## src/pkg/request_intake_consts.vh

```
// Constants for the outbound request channel intake: register map,
// sideband field positions, request kinds and reset values.
// Assumes inclusion by bare name from the rtl files.
`ifndef REQUEST_INTAKE_CONSTS_VH
`define REQUEST_INTAKE_CONSTS_VH

// Register byte offsets on the APB slave
`define OFS_CONTROL 8'h00
`define OFS_STATUS 8'h04
`define OFS_TABLE_INDEX 8'h08
`define OFS_TABLE_DATA 8'h0c
`define OFS_PACKET_COUNT 8'h10

// Reset values
`define RST_CONTROL 1'b0
`define RST_TABLE_INDEX 8'h00

// Control register fields
`define CTL_HINT_ENABLE 0

// Sideband bus layout
`define SB_WIDTH 23
`define SB_HEAD_BE_LSB 0
`define SB_TAIL_BE_LSB 4
`define SB_OFFSET_LSB 8
`define SB_HINT_PRESENT 11
`define SB_HINT_INDIRECT 12
`define SB_STEER_LSB 13
`define SB_KIND_LSB 21

// Descriptor field positions
`define DESC_AT_MSB 1
`define DESC_ADDR_MSB 63
`define DESC_ADDR_LSB 2
`define DESC_COUNT_MSB 74
`define DESC_COUNT_LSB 64
`define DESC_TYPE_MSB 78
`define DESC_TYPE_LSB 75

// Request kinds
`define REQ_MEM_READ 4'h0
`define REQ_MEM_WRITE 4'h1
`define REQ_IO_READ 4'h2
`define REQ_IO_WRITE 4'h3
`define REQ_ATOMIC_ADD 4'h4
`define REQ_ATOMIC_SWAP 4'h5
`define REQ_ATOMIC_CAS 4'h6
`define REQ_MEM_LOCKED_READ 4'h7
`define REQ_CFG0_READ 4'h8
`define REQ_CFG0_WRITE 4'h9
`define REQ_CFG1_READ 4'ha
`define REQ_CFG1_WRITE 4'hb
`define REQ_MESSAGE 4'hc
`define REQ_VENDOR_MESSAGE 4'hd
`define REQ_ATS_MESSAGE 4'he

// Descriptor layouts
`define LAYOUT_MEM_IO_ATOMIC 3'h0
`define LAYOUT_CONFIG 3'h1
`define LAYOUT_VENDOR 3'h2
`define LAYOUT_ATS 3'h3
`define LAYOUT_OTHER_MSG 3'h4

// Address type encodings
`define AT_UNTRANSLATED 2'h0
`define AT_RESERVED 2'h3

// Dword lane where payload follows the descriptor in one wide beat
`define DESC_END_LANE 3'h4

`endif

```

## src/rtl/steer_table.v

```verilog
// Steering tag table, one byte per entry, one write and one read port.
// Assumes a single clock; read data appear one edge after the address.
`timescale 1ns/10ps
module steer_table #(
   parameter ENTRIES = 256,
   parameter AW = 8
) (
   input wire ref_clk,
   input wire wr_en,
   input wire [AW-1:0] wr_addr,
   input wire [7:0] wr_data,
   input wire [AW-1:0] rd_addr,
   output reg [7:0] rd_data
);
   reg [7:0] mem [0:ENTRIES-1];

   // No reset: software loads it before use
   always @(posedge ref_clk) begin
      if (wr_en) begin
         mem[wr_addr] <= wr_data;
      end
      rd_data <= mem[rd_addr];
   end
endmodule

```

## src/rtl/sync_fifo.v

```verilog
// Synchronous FIFO with valid/ready on both sides.
// Assumes one clock; depth is a power of two.
`timescale 1ns/10ps
module sync_fifo #(
   parameter WIDTH = 33,
   parameter DEPTH = 8,
   parameter AW = 3
) (
   input wire ref_clk,
   input wire reset,
   input wire in_valid,
   output wire in_ready,
   input wire [WIDTH-1:0] in_data,
   output wire out_valid,
   input wire out_ready,
   output wire [WIDTH-1:0] out_data
);
   reg [WIDTH-1:0] mem [0:DEPTH-1];
   reg [AW-1:0] wr_ptr;
   reg [AW-1:0] rd_ptr;
   reg [AW:0] count;
   wire push;
   wire pop;

   assign in_ready = (count != DEPTH[AW:0]);
   assign out_valid = (count != {(AW+1){1'b0}});
   assign out_data = mem[rd_ptr];
   assign push = in_valid & in_ready;
   assign pop = out_valid & out_ready;

   always @(posedge ref_clk) begin
      if (push) begin
         mem[wr_ptr] <= in_data;
      end
   end

   always @(posedge ref_clk or posedge reset) begin
      if (reset) begin
         wr_ptr <= {AW{1'b0}};
         rd_ptr <= {AW{1'b0}};
         count <= {(AW+1){1'b0}};
      end else begin
         if (push) begin
            wr_ptr <= wr_ptr + 1'b1;
         end
         if (pop) begin
            rd_ptr <= rd_ptr + 1'b1;
         end
         if (push & ~pop) begin
            count <= count + 1'b1;
         end else if (pop & ~push) begin
            count <= count - 1'b1;
         end
      end
   end
endmodule

```

## src/rtl/request_intake.v

```verilog
// Outbound request channel intake: takes client request packets off a
// stream, splits descriptor from payload and presents header fields plus
// a Dword payload stream. APB slave holds control and steering table.
// Assumes stream and APB run on ref_clk; no synchronisers needed.
`timescale 1ns/10ps
`include "request_intake_consts.vh"

// How it works
// - Payload placement follows the build-time alignment mode parameter.
// - Address mode: sideband offset gives the first payload lane.
// - Indirect hint: steering value read from the table at the index.
// - Descriptor spans two beats at 64 bits, one beat when wider.
// - Request kind selects one of five descriptor layouts.
// - Address type bits 1:0 apply to memory and atomic requests only.
// - Address type is copied unchanged into the outgoing header.
// - Dword count is never checked against payload or size limits.
module request_intake #(
   parameter DATA_WIDTH = 128,
   parameter payload_alignment_select = 0,
   parameter FIFO_DEPTH = 8,
   parameter FIFO_AW = 3
) (
   input wire ref_clk,
   input wire reset,
   input wire psel,
   input wire penable,
   input wire pwrite,
   input wire [7:0] paddr,
   input wire [31:0] pwdata,
   output reg [31:0] prdata,
   output wire pready,
   output wire pslverr,
   input wire [DATA_WIDTH-1:0] req_tdata,
   input wire [DATA_WIDTH/32-1:0] req_tkeep,
   input wire req_tvalid,
   input wire req_tlast,
   output reg req_tready,
   input wire [`SB_WIDTH-1:0] request_sideband_bus,
   output reg hdr_valid,
   input wire hdr_ready,
   output reg [2:0] hdr_layout,
   output reg [3:0] hdr_request_type,
   output reg [1:0] hdr_address_type,
   output reg [63:2] hdr_address,
   output reg [10:0] hdr_dword_count,
   output reg [3:0] head_dword_byte_enables,
   output reg [3:0] tail_dword_byte_enables,
   output reg hdr_hint_present,
   output reg [7:0] hint_steering_value,
   output reg [1:0] hint_steering_kind,
   output wire pay_valid,
   input wire pay_ready,
   output wire [31:0] pay_data,
   output wire pay_last
);
   localparam LANES = DATA_WIDTH / 32;
   localparam ST_DESC = 3'h0;
   localparam ST_DESC_HI = 3'h1;
   localparam ST_LOOKUP = 3'h2;
   localparam ST_FETCH = 3'h3;
   localparam ST_UNPACK = 3'h4;

   reg [2:0] state;
   reg [2:0] next_state;
   reg [127:0] desc;
   reg [`SB_WIDTH-1:0] sb;
   reg pkt_done;
   reg [255:0] beat;
   reg [7:0] beat_keep;
   reg beat_last;
   reg beat_held;
   reg [2:0] lane;
   reg hint_enable;
   reg [7:0] table_index;
   reg [7:0] table_data;
   reg [31:0] packet_count;
   reg [255:0] tdata_wide;
   reg [7:0] tkeep_wide;
   reg push_valid;
   wire push_ready;
   wire [7:0] table_rd_data;
   wire [7:0] table_rd_addr;
   wire beat_take;
   wire lane_kept;
   wire lane_final;
   wire apb_write;
   wire apb_setup;
   wire [3:0] req_kind;

   function [2:0] layout_of;
      input [3:0] kind;
      begin
         case (kind)
            `REQ_CFG0_READ, `REQ_CFG0_WRITE, `REQ_CFG1_READ, `REQ_CFG1_WRITE: layout_of = `LAYOUT_CONFIG;
            `REQ_VENDOR_MESSAGE: layout_of = `LAYOUT_VENDOR;
            `REQ_ATS_MESSAGE: layout_of = `LAYOUT_ATS;
            `REQ_MESSAGE: layout_of = `LAYOUT_OTHER_MSG;
            default: layout_of = `LAYOUT_MEM_IO_ATOMIC;
         endcase
      end
   endfunction

   // Memory and atomic kinds carry an address type; I/O does not
   function is_mem_or_atomic;
      input [3:0] kind;
      begin
         is_mem_or_atomic = (layout_of(kind) == `LAYOUT_MEM_IO_ATOMIC) &&
                            (kind != `REQ_IO_READ) && (kind != `REQ_IO_WRITE);
      end
   endfunction

   // True when no kept lane sits above the given one
   function none_above;
      input [7:0] keep;
      input [2:0] idx;
      integer i;
      begin
         none_above = 1'b1;
         for (i = 0; i < 8; i = i + 1) begin
            if ((i > idx) && keep[i]) begin
               none_above = 1'b0;
            end
         end
      end
   endfunction

   always @* begin
      tdata_wide = 256'h0;
      tdata_wide[DATA_WIDTH-1:0] = req_tdata;
      tkeep_wide = 8'h00;
      tkeep_wide[LANES-1:0] = req_tkeep;
   end

   assign req_kind = desc[`DESC_TYPE_MSB:`DESC_TYPE_LSB];
   assign beat_take = req_tvalid & req_tready;
   assign lane_kept = beat_keep[lane];
   assign lane_final = (lane == LANES - 1) || none_above(beat_keep, lane);

   // Index taken live so the table answers in time
   assign table_rd_addr = (state == ST_DESC) ? request_sideband_bus[`SB_STEER_LSB+:8] : sb[`SB_STEER_LSB+:8];

   always @* begin
      req_tready = 1'b0;
      push_valid = 1'b0;
      next_state = state;
      case (state)
         ST_DESC: begin
            // New header held off until the previous one is taken
            req_tready = ~hdr_valid;
            if (beat_take) begin
               next_state = (DATA_WIDTH == 64) ? ST_DESC_HI : ST_LOOKUP;
            end
         end
         ST_DESC_HI: begin
            req_tready = 1'b1;
            if (beat_take) begin
               next_state = ST_LOOKUP;
            end
         end
         ST_LOOKUP: begin
            if (pkt_done) begin
               next_state = ST_DESC;
            end else if (beat_held) begin
               next_state = ST_UNPACK;
            end else begin
               next_state = ST_FETCH;
            end
         end
         ST_FETCH: begin
            req_tready = 1'b1;
            if (beat_take) begin
               next_state = ST_UNPACK;
            end
         end
         ST_UNPACK: begin
            push_valid = lane_kept;
            if ((~lane_kept | push_ready) && lane_final) begin
               next_state = beat_last ? ST_DESC : ST_FETCH;
            end
         end
         default: next_state = ST_DESC;
      endcase
   end

   always @(posedge ref_clk or posedge reset) begin
      if (reset) begin
         state <= ST_DESC;
         desc <= 128'h0;
         sb <= {`SB_WIDTH{1'b0}};
         pkt_done <= 1'b0;
         beat <= 256'h0;
         beat_keep <= 8'h00;
         beat_last <= 1'b0;
         beat_held <= 1'b0;
         lane <= 3'h0;
      end else begin
         state <= next_state;
         case (state)
            ST_DESC: begin
               if (beat_take) begin
                  // Sideband of the first beat carries hints and enables
                  sb <= request_sideband_bus;
                  pkt_done <= req_tlast;
                  beat_held <= 1'b0;
                  if (DATA_WIDTH == 64) begin
                     desc[63:0] <= tdata_wide[63:0];
                  end else begin
                     desc <= tdata_wide[127:0];
                  end
                  // Wide beat in dword mode already holds payload lanes
                  if (DATA_WIDTH == 256 && payload_alignment_select == 0 && !req_tlast) begin
                     beat <= tdata_wide;
                     beat_keep <= tkeep_wide;
                     beat_last <= 1'b0;
                     beat_held <= 1'b1;
                     lane <= `DESC_END_LANE;
                  end
               end
            end
            ST_DESC_HI: begin
               if (beat_take) begin
                  desc[127:64] <= tdata_wide[63:0];
                  pkt_done <= req_tlast;
               end
            end
            ST_FETCH: begin
               if (beat_take) begin
                  beat <= tdata_wide;
                  beat_keep <= tkeep_wide;
                  beat_last <= req_tlast;
                  beat_held <= 1'b0;
                  // First payload beat: address mode starts at the given lane
                  if (beat_held == 1'b0 && payload_alignment_select != 0 && lane == 3'h0) begin
                     lane <= sb[`SB_OFFSET_LSB+:3] & (LANES[2:0] - 3'h1);
                  end else begin
                     lane <= 3'h0;
                  end
               end
            end
            ST_UNPACK: begin
               if (~lane_kept | push_ready) begin
                  if (lane_final) begin
                     lane <= 3'h7;
                     beat_held <= 1'b1;
                  end else begin
                     lane <= lane + 3'h1;
                  end
               end
            end
            ST_LOOKUP: begin
               if (!beat_held) begin
                  lane <= 3'h0;
               end
            end
            default: lane <= lane;
         endcase
      end
   end

   // Header fields; count, and the address of the memory, I/O and atomic layout, pass untouched, no range checks
   always @(posedge ref_clk or posedge reset) begin
      if (reset) begin
         hdr_valid <= 1'b0;
         hdr_layout <= `LAYOUT_MEM_IO_ATOMIC;
         hdr_request_type <= 4'h0;
         hdr_address_type <= `AT_UNTRANSLATED;
         hdr_address <= 62'h0;
         hdr_dword_count <= 11'h000;
         head_dword_byte_enables <= 4'h0;
         tail_dword_byte_enables <= 4'h0;
         hdr_hint_present <= 1'b0;
         hint_steering_value <= 8'h00;
         hint_steering_kind <= 2'h0;
         packet_count <= 32'h0;
      end else begin
         if (hdr_valid && hdr_ready) begin
            hdr_valid <= 1'b0;
         end
         if (state == ST_LOOKUP) begin
            hdr_valid <= 1'b1;
            packet_count <= packet_count + 32'h1;
            hdr_layout <= layout_of(req_kind);
            hdr_request_type <= req_kind;
            hdr_address_type <= is_mem_or_atomic(req_kind) ? desc[`DESC_AT_MSB:0] : `AT_UNTRANSLATED;
            hdr_address <= (layout_of(req_kind) == `LAYOUT_MEM_IO_ATOMIC) ?
                           desc[`DESC_ADDR_MSB:`DESC_ADDR_LSB] : 62'h0;
            hdr_dword_count <= desc[`DESC_COUNT_MSB:`DESC_COUNT_LSB];
            head_dword_byte_enables <= sb[`SB_HEAD_BE_LSB+:4];
            tail_dword_byte_enables <= sb[`SB_TAIL_BE_LSB+:4];
            hdr_hint_present <= hint_enable & sb[`SB_HINT_PRESENT];
            hint_steering_kind <= sb[`SB_KIND_LSB+:2];
            hint_steering_value <= sb[`SB_HINT_INDIRECT] ? table_rd_data : sb[`SB_STEER_LSB+:8];
         end
      end
   end

   steer_table #(
      .ENTRIES(256),
      .AW(8)
   ) u_table (
      .ref_clk(ref_clk),
      .wr_en(apb_write && paddr == `OFS_TABLE_DATA),
      .wr_addr(table_index),
      .wr_data(pwdata[7:0]),
      .rd_addr(table_rd_addr),
      .rd_data(table_rd_data)
   );

   // Stalling here throttles the stream when the drain side stops
   sync_fifo #(
      .WIDTH(33),
      .DEPTH(FIFO_DEPTH),
      .AW(FIFO_AW)
   ) u_fifo (
      .ref_clk(ref_clk),
      .reset(reset),
      .in_valid(push_valid),
      .in_ready(push_ready),
      .in_data({beat_last & lane_final, beat[lane*32+:32]}),
      .out_valid(pay_valid),
      .out_ready(pay_ready),
      .out_data({pay_last, pay_data})
   );

   // APB slave: zero wait states, error on unmapped offsets
   assign apb_setup = psel & ~penable;
   assign apb_write = psel & penable & pwrite;
   assign pready = 1'b1;
   assign pslverr = psel & penable & ~(paddr == `OFS_CONTROL || paddr == `OFS_STATUS ||
                    paddr == `OFS_TABLE_INDEX || paddr == `OFS_TABLE_DATA || paddr == `OFS_PACKET_COUNT);

   always @(posedge ref_clk or posedge reset) begin
      if (reset) begin
         hint_enable <= `RST_CONTROL;
         table_index <= `RST_TABLE_INDEX;
         table_data <= 8'h00;
         prdata <= 32'h0;
      end else begin
         if (apb_write) begin
            case (paddr)
               `OFS_CONTROL: hint_enable <= pwdata[`CTL_HINT_ENABLE];
               `OFS_TABLE_INDEX: table_index <= pwdata[7:0];
               `OFS_TABLE_DATA: table_data <= pwdata[7:0];
               default: hint_enable <= hint_enable;
            endcase
         end
         if (apb_setup) begin
            case (paddr)
               `OFS_CONTROL: prdata <= {31'h0, hint_enable};
               `OFS_STATUS: prdata <= {26'h0, pay_valid, ~push_ready, state, hdr_valid};
               `OFS_TABLE_INDEX: prdata <= {24'h0, table_index};
               `OFS_TABLE_DATA: prdata <= {24'h0, table_data};
               `OFS_PACKET_COUNT: prdata <= packet_count;
               default: prdata <= 32'h0;
            endcase
         end
      end
   end
endmodule

```

## config.mk

```make
export PLATFORM = sky130hd
export DESIGN_NAME = request_intake
export DESIGN_NICKNAME = d
export VERILOG_FILES = /design/src/rtl/steer_table.v /design/src/rtl/sync_fifo.v /design/src/rtl/request_intake.v
export VERILOG_INCLUDE_DIRS = /design/src /design/src/pkg
export SDC_FILE = /design/constraint.sdc
export NUM_CORES = 2
export LEC_CHECK = 0
export BUFFER_PORTS_ARGS = -buffer_cell sky130_fd_sc_hd__buf_4
export CORE_ASPECT_RATIO = 0.75
export CORE_MARGIN = 2
export CORE_UTILIZATION = 60
export CTS_BUF_LIST = sky130_fd_sc_hd__clkbuf_8
export CTS_CLUSTER_SIZE = 24
export DETAILED_ROUTE_END_ITERATION = 6
export GPL_TIMING_DRIVEN = 0
export PLACE_DENSITY_LB_ADDON = 0.05
export SLEW_MARGIN = 20
export SYNTH_ARGS = -nofsm -noshare
export SYNTH_HDL_FRONTEND = slang
export SYNTH_HIERARCHICAL = 1
export SYNTH_SLANG_ARGS = --single-unit
```

## constraint.sdc

```tcl
create_clock -name ref_clk -period 13.5 [get_ports ref_clk]
set_input_delay 0.675 -clock ref_clk [delete_from_list [all_inputs] [get_ports ref_clk]]
set_output_delay 0.675 -clock ref_clk [all_outputs]
set_load 0.005 [all_outputs]
```

* Word level (Yosys, flattened, before mapping)
Memories as Yosys holds them, arrays and structs flattened. A register that Yosys moved wholly into a read port is not among the register bits.
Cells that the tools add are included.
Widths: inputs -> output; s select.
** Storage, ports and cells
- Input port bits :: 204
- Memories :: 2
- Flip-flop bits (word level) :: 436
- RAM bits :: 2312
** Memory list
- u_table.mem :: words 256, bits a word 8, rd ports 1, clocked after Yosys merged registers in 1, wr ports 1, RTL line steer_table.v:15 : reg [7:0] mem [0:ENTRIES-1];
- u_fifo.mem :: words 8, bits a word 33, rd ports 1, clocked after Yosys merged registers in 0, wr ports 1, RTL line sync_fifo.v:18 : reg [WIDTH-1:0] mem [0:DEPTH-1];
** Operators by class
- Shifts and indexed selects :: 1
- Bitwise logic cells :: 19
- $add $sub $neg :: 6
- Muxes and demuxes :: 41
- Reduce and logical (&&, ||, !) cells :: 36
- Equality and inequality tests :: 28
- Order comparisons :: 4
** Operators with widths (count)
- $shiftx 256x9->32 :: 1
- $pmux 32 s5 :: 1
- $mux 79 :: 1
- $mux 62 :: 1
- $add 32x1->32 const B :: 1
- $mux 3 :: 10
- $pmux 15 s2 :: 1
- $eq 4x4->1 const B :: 7
- $pmux 3 s4 :: 2
- $eq 8x4->1 const B :: 2
- $mux 8 :: 2
- $mux 15 :: 1
- $mux 1 :: 14
- $ne 2x2->1 const B :: 7
- $reduce_and 2->1 :: 6
- $and 1x1->1 :: 11
- $add 3x1->3 const B :: 3
- $eq 3x2->1 const B :: 3
- $pmux 3 s3 :: 1
- $eq 8x3->1 const B :: 1
- $eq 8x5->1 const B :: 1
- $logic_and 1x1->1 :: 8
- $logic_not 8->1 :: 1
- $mux 4 :: 2
- other kinds (24) :: 47

* Depth between registers and ports, before layout
- Depth after elaboration :: 9
- Depth in mapped cells :: 14
- Mapped depth without buffers :: 11

* By module
The synthesis kept the hierarchy.
** Modules (own cells, without submodules)
- steer_table :: sequential area each 61659.1 µm², times used 1, cells each 3733, area each 79556.3 µm²
- request_intake :: sequential area each 10585.2 µm², times used 1, cells each 1292, area each 17719.5 µm²
- sync_fifo :: sequential area each 8177.8 µm², times used 1, cells each 445, area each 10652.7 µm²

* Worst setup path before layout
OpenSTA, ideal clock, no wires.
- Path kind :: register to register
- Start point :: reg lane[0]
- End point :: mem u_fifo.mem[1][0], enable pin
- Path slack :: 9.464 ns
- Path buffers :: 1
- Stages on the path, launching flop included :: 7
- Required time :: 13.036 ns
- Arrival time :: 3.571 ns
- Period minus slack after synthesis :: 4.036 ns
- Cell sequence :: dfrtp_1 buf_2 mux2_2 a22oi_1 nor2_1 nand3_1 nor3_1
** Between the ends
- Word-level cells in the longest chain between the ends :: 6
** RTL lines
- from (decl) :: RTL line request_intake.v:72 : reg [2:0] lane;
- from (signal assigned) :: RTL line request_intake.v:216 : lane <= `DESC_END_LANE;
- from (signal assigned) :: RTL line request_intake.v:234 : lane <= sb[`SB_OFFSET_LSB+:3] & (LANES[2:0] - 3'h1);
- from (signal assigned) :: RTL line request_intake.v:246 : lane <= lane + 3'h1;
- $bmux 1 s3 :: RTL line request_intake.v:136 : assign lane_kept = beat_keep[lane];
- $mux 1 (not written as such) :: RTL line request_intake.v:136
- $mux 1 :: RTL line request_intake.v:146 : case (state)
- via push_valid :: RTL line request_intake.v:79 : reg push_valid;
- $and 1x1->1 :: RTL line sync_fifo.v:28 : assign push = in_valid & in_ready;
- $mux 1 :: RTL line sync_fifo.v:32 : if (push) begin
- $mux 1 (not written as such) :: RTL line sync_fifo.v:33 : mem[wr_ptr] <= in_data;
- to (decl) :: RTL line sync_fifo.v:18
The timed path passes the listed nets, and every way through them passes these cells. The select of a mux whose other input is x is not followed.

* Worst setup path after layout
- Start point :: reg state[1]
- End point :: reg u_table.rd_data[3] (read register of u_table.mem)
** Between the ends
- Word-level cells in the longest chain between the ends :: 2
** RTL lines
- from (decl) :: RTL line request_intake.v:63 : reg [2:0] state;
- from (signal assigned) :: RTL line request_intake.v:197 : state <= next_state;
- $logic_not 3->1 :: RTL line request_intake.v:140 : assign table_rd_addr = (state == ST_DESC) ? request_sideband_bus[`SB_STEER_LSB+:8] : sb[`SB_STEER_LSB+:8];
- $mux 8 :: RTL line request_intake.v:140
- via table_rd_addr[4] :: RTL line request_intake.v:82 : wire [7:0] table_rd_addr;
- to (decl) :: RTL line steer_table.v:13 : output reg [7:0] rd_data
The timed path passes the listed nets, and every way through them passes these cells.
A chain may end at the register's enable or synchronous reset.

==> results.sh <==
export IMPL_crit_chain="clkbuf_1 -> nor3_2 -> buf_4 -> mux2_2 -> buf_4 -> clkbuf_1 -> nor2_1 -> clkbuf_1 -> a221oi_2 -> buf_4 -> o32ai_1 -> nor3_1 -> nor4_1"
export IMPL_pwr_density_cell_nw_per_um2=225.3
export IMPL_critPathTopFamily="simple AND/OR/NAND/NOR gates"
export IMPL_max_freq_mhz=162.4
export IMPL_ys_flop_type="edfxtp_1"
export IMPL_grt_pass1_vias=59220
export IMPL_placed_cell_area_um2=114800
export IMPL_start_util_pct=60.56
export IMPL_ant_nets=0
export IMPL_vias=62192
export IMPL_synth_top_area_share_pct=64.33
export IMPL_nNetsFinal=6663
export IMPL_final_setup_worst_slack_ns=7.343
export IMPL_grt_overflow=0
export IMPL_grt_max_degree=134
export IMPL_clock_path_buffers=4
export IMPL_cp_buffers_inverters=6
export IMPL_path_clk_slew_ns=0.06
export IMPL_min_path_type="input port to flop"
export IMPL_p_leak_nw=42.83
export IMPL_cts_sinks=2753
export IMPL_die_h_um=371.3
export IMPL_insertion_delay_ns=1.07
export IMPL_grt_first_pass_wirelength_mm=453.8
export IMPL_dp_hpwl_mm=226.3
export IMPL_min_period_over_period_pct=45.61
export IMPL_maxSlewHeadroom_pct=6.655
export IMPL_grt_setup_unrepaired="false"
export IMPL_hold_slack_ns=0.06159
export IMPL_yosys_top_cells_area="edfxtp_1 64%, mux4_2 12%, dfrtp_1 10%"
export IMPL_worstPathMaxFanout=10
export IMPL_start_kind="flop"
export IMPL_ys_seq_area_share_pct=74.51
export IMPL_cap_viol_max_count=0
export IMPL_worst_pin_slew_ns=1.389
export IMPL_peakVddDrop_uv=172.1
export IMPL_ys_async_sr_fraction_pct=15.73
export IMPL_outcome="finished clean"
export IMPL_cts_root_buf="clkbuf_8"
export IMPL_ys_ff_latch=2753
export IMPL_drv_slew=0
export IMPL_io_buffers=345
export IMPL_arrival_ns=6.99
export IMPL_ios=375
export IMPL_avgSynthCellArea_um2=19.73
export IMPL_rows=134
export IMPL_wl_per_cell_um=35.91
export IMPL_synth_common_cells="2312 x edfxtp_1, 552 x mux4_2, 433 x dfrtp_1, 308 x nor2_1, 259 x mux2_2"
export IMPL_synth_edf_count=2312
export IMPL_fin_area_um2=124200
export IMPL_layout_drive_gt1_share_pct=29.29
export IMPL_postCtsSetupBuffers=0
export IMPL_worst_setup_path_end_kind="flop"
export IMPL_die_w_um=493.7
export IMPL_drtIter0Drc=9853
export IMPL_syn_nets=5683
export IMPL_drc_errors=0
export IMPL_crit_required_ns=14.34
export IMPL_worstSetupPathType="flop to flop"
export IMPL_syn2layout_area_growth_pct=15.10
export IMPL_yosysMostFrequentCell="edfxtp_1"
export IMPL_pre_cts_slack_ns=7.672
export IMPL_syn_instance_count=5470
export IMPL_firstDrtPassIters=6
export IMPL_die_area_um2=183300
export IMPL_numCtsBuffers=413
export IMPL_grt_usage_pct=36.04
export IMPL_ys_warn_count=6
export IMPL_synthDistinctLibCells=85
export IMPL_coreArea_um2=178200
export IMPL_finalSetupViolations=0
export IMPL_syn_area_um2=107900
export IMPL_yosys_area_top_type="edfxtp_1"
export IMPL_gp_congestion=0.9938
export IMPL_cts_tree="built"
export IMPL_antenna_found_initial=33
export IMPL_period_minus_slack_ns=6.157
export IMPL_viasPerCell=6.787
export IMPL_final_fill_count=11453
export IMPL_cp_slowest_cell="nor4_1"
export IMPL_cts_max_level=5
export IMPL_cpPeakStageDelay_ns=0.97
export IMPL_cts_resized_gates=0
export IMPL_drt_total_wl_mm=329.1
export IMPL_fin_skew_ns=0.06437
export IMPL_hold_viol_final=0
[cells in the final DEF, fill, tap and decap left out, types with 11 or more instances in the layout]
cell type / n
edfxtp_1: 2312
mux4_2: 552
clkbuf_8: 443
dfrtp_1: 433
buf_4: 376
nor2_1: 293
mux2_2: 259
dlygate4sd3_1: 167
inv_1: 164
mux2i_1: 157
nand2_1: 155
a22oi_1: 140
clkbuf_1: 127
a21oi_1: 106
a22o_1: 96
buf_2: 78
clkinv_1: 73
nand3_1: 58
o221ai_1: 52
o21ai_0: 44
nor2b_1: 43
clkinv_2: 43
and2_1: 42
xnor2_1: 33
clkbuf_2: 32
buf_6: 31
o22ai_1: 30
buf_16: 30
nor3_1: 27
buf_1: 26
nand4_1: 23
mux2_4: 23
nor4_1: 22
buf_8: 22
diode_2: 21
a211oi_1: 17
nand2b_1: 15
bufinv_16: 15
buf_12: 15
a221oi_1: 11
[layer usage]
metal  share of wire, %  vias up  GRT usage, %  routed length [µm]
li1                   -    24317             -                   -
met1                 39    32614         53.72              128300
met2                 41     4534         48.29              135800
met3                 16      719         15.34               52090
met4                3.8        8         11.46               12390
met5               0.16        -        0.8831                 541
[worst paths after layout]
kind                                 startpoint                        endpoint  slack [ns]  cells past startpoint
max                        state[1]$_DFFE_PP0P_      u_table/rd_data[3]$_DFF_P_        7.34                     13
min                                   pwdata[4]    u_table/mem[58][4]$_DFFE_PP_        0.06                      1
max reg2reg                state[1]$_DFFE_PP0P_      u_table/rd_data[3]$_DFF_P_        7.34                     13
min reg2reg                desc[72]$_DFFE_PP0P_  hdr_dword_count[8]$_DFFE_PP0P_        0.47                      2
max in group asynchronous                 reset    packet_count[20]$_DFFE_PP0P_       11.49                      6
min in group asynchronous                 reset           beat[123]$_DFFE_PP0P_        0.24                      3
[flip-flops by register name (all words and copies together), names as in the netlist, 8 cells and up]
signal	count
u_fifo/mem	264
sb	20
u_table/mem	2048
beat	128
prdata	32
hdr_dword_count	11
table_index	8
hint_steering_value	8
packet_count	32
desc	79
hdr_address	62
u_table/rd_data	8
table_data	8
[cell type report]
cell class,count,area [µm²],area share [%]
inverter,17,71.32,0.05741
timing repair buffer,565,5389,4.338
sequential,2753,80420,64.74
antenna,21,52.55,0.04230
tap,2380,2978,2.397
multi-input combinational,2361,25630,20.63
clock inverter,285,1544,1.243
buffer,339,2036,1.639
clock buffer,443,6097,4.908
[power by group]
group	leakage [nW]	internal, W	switching, W
Sequential	26.3	0.00999	0.000337
Combinational	12.1	0.00415	0.00706
Clock	4.49	0.00330	0.00315
Total	42.8	0.0174	0.0106
[cell families after synthesis]
logic type / count (synthesis) / share of synthesized area (%)
xor+xnor: 38 / 0.3084
other cells: 1 / 0.003475
flops: 2753 / 74.51
fa+ha+maj: 9 / 0.1113
mux: 995 / 16.07
buf+inv: 356 / 1.899
compound gates: 567 / 3.809
simple gates: 751 / 3.288
[per-stage QoR]
step / TNS (ns) / instances / util (%) / power (W)
CTS: 0 / 9143 / 69.64 / 0.02755
detailed placement: 0 / 8248 / 64.41 / 0.02114
floorplan: 0 / 5470 / - / 0.01633
finish: 0 / 9164 / 69.70 / 0.02799
global placement: -1473.94 / 8195 / 63.68 / 0.02091
global route: 0 / 9155 / 69.69 / 0.02859
[repair_timing]
item                       CTS  global route
hold buffers               167             0
setup endpoints to repair    0             0
hold endpoints to repair   457             0
Power figures use the tool's default switching activity.
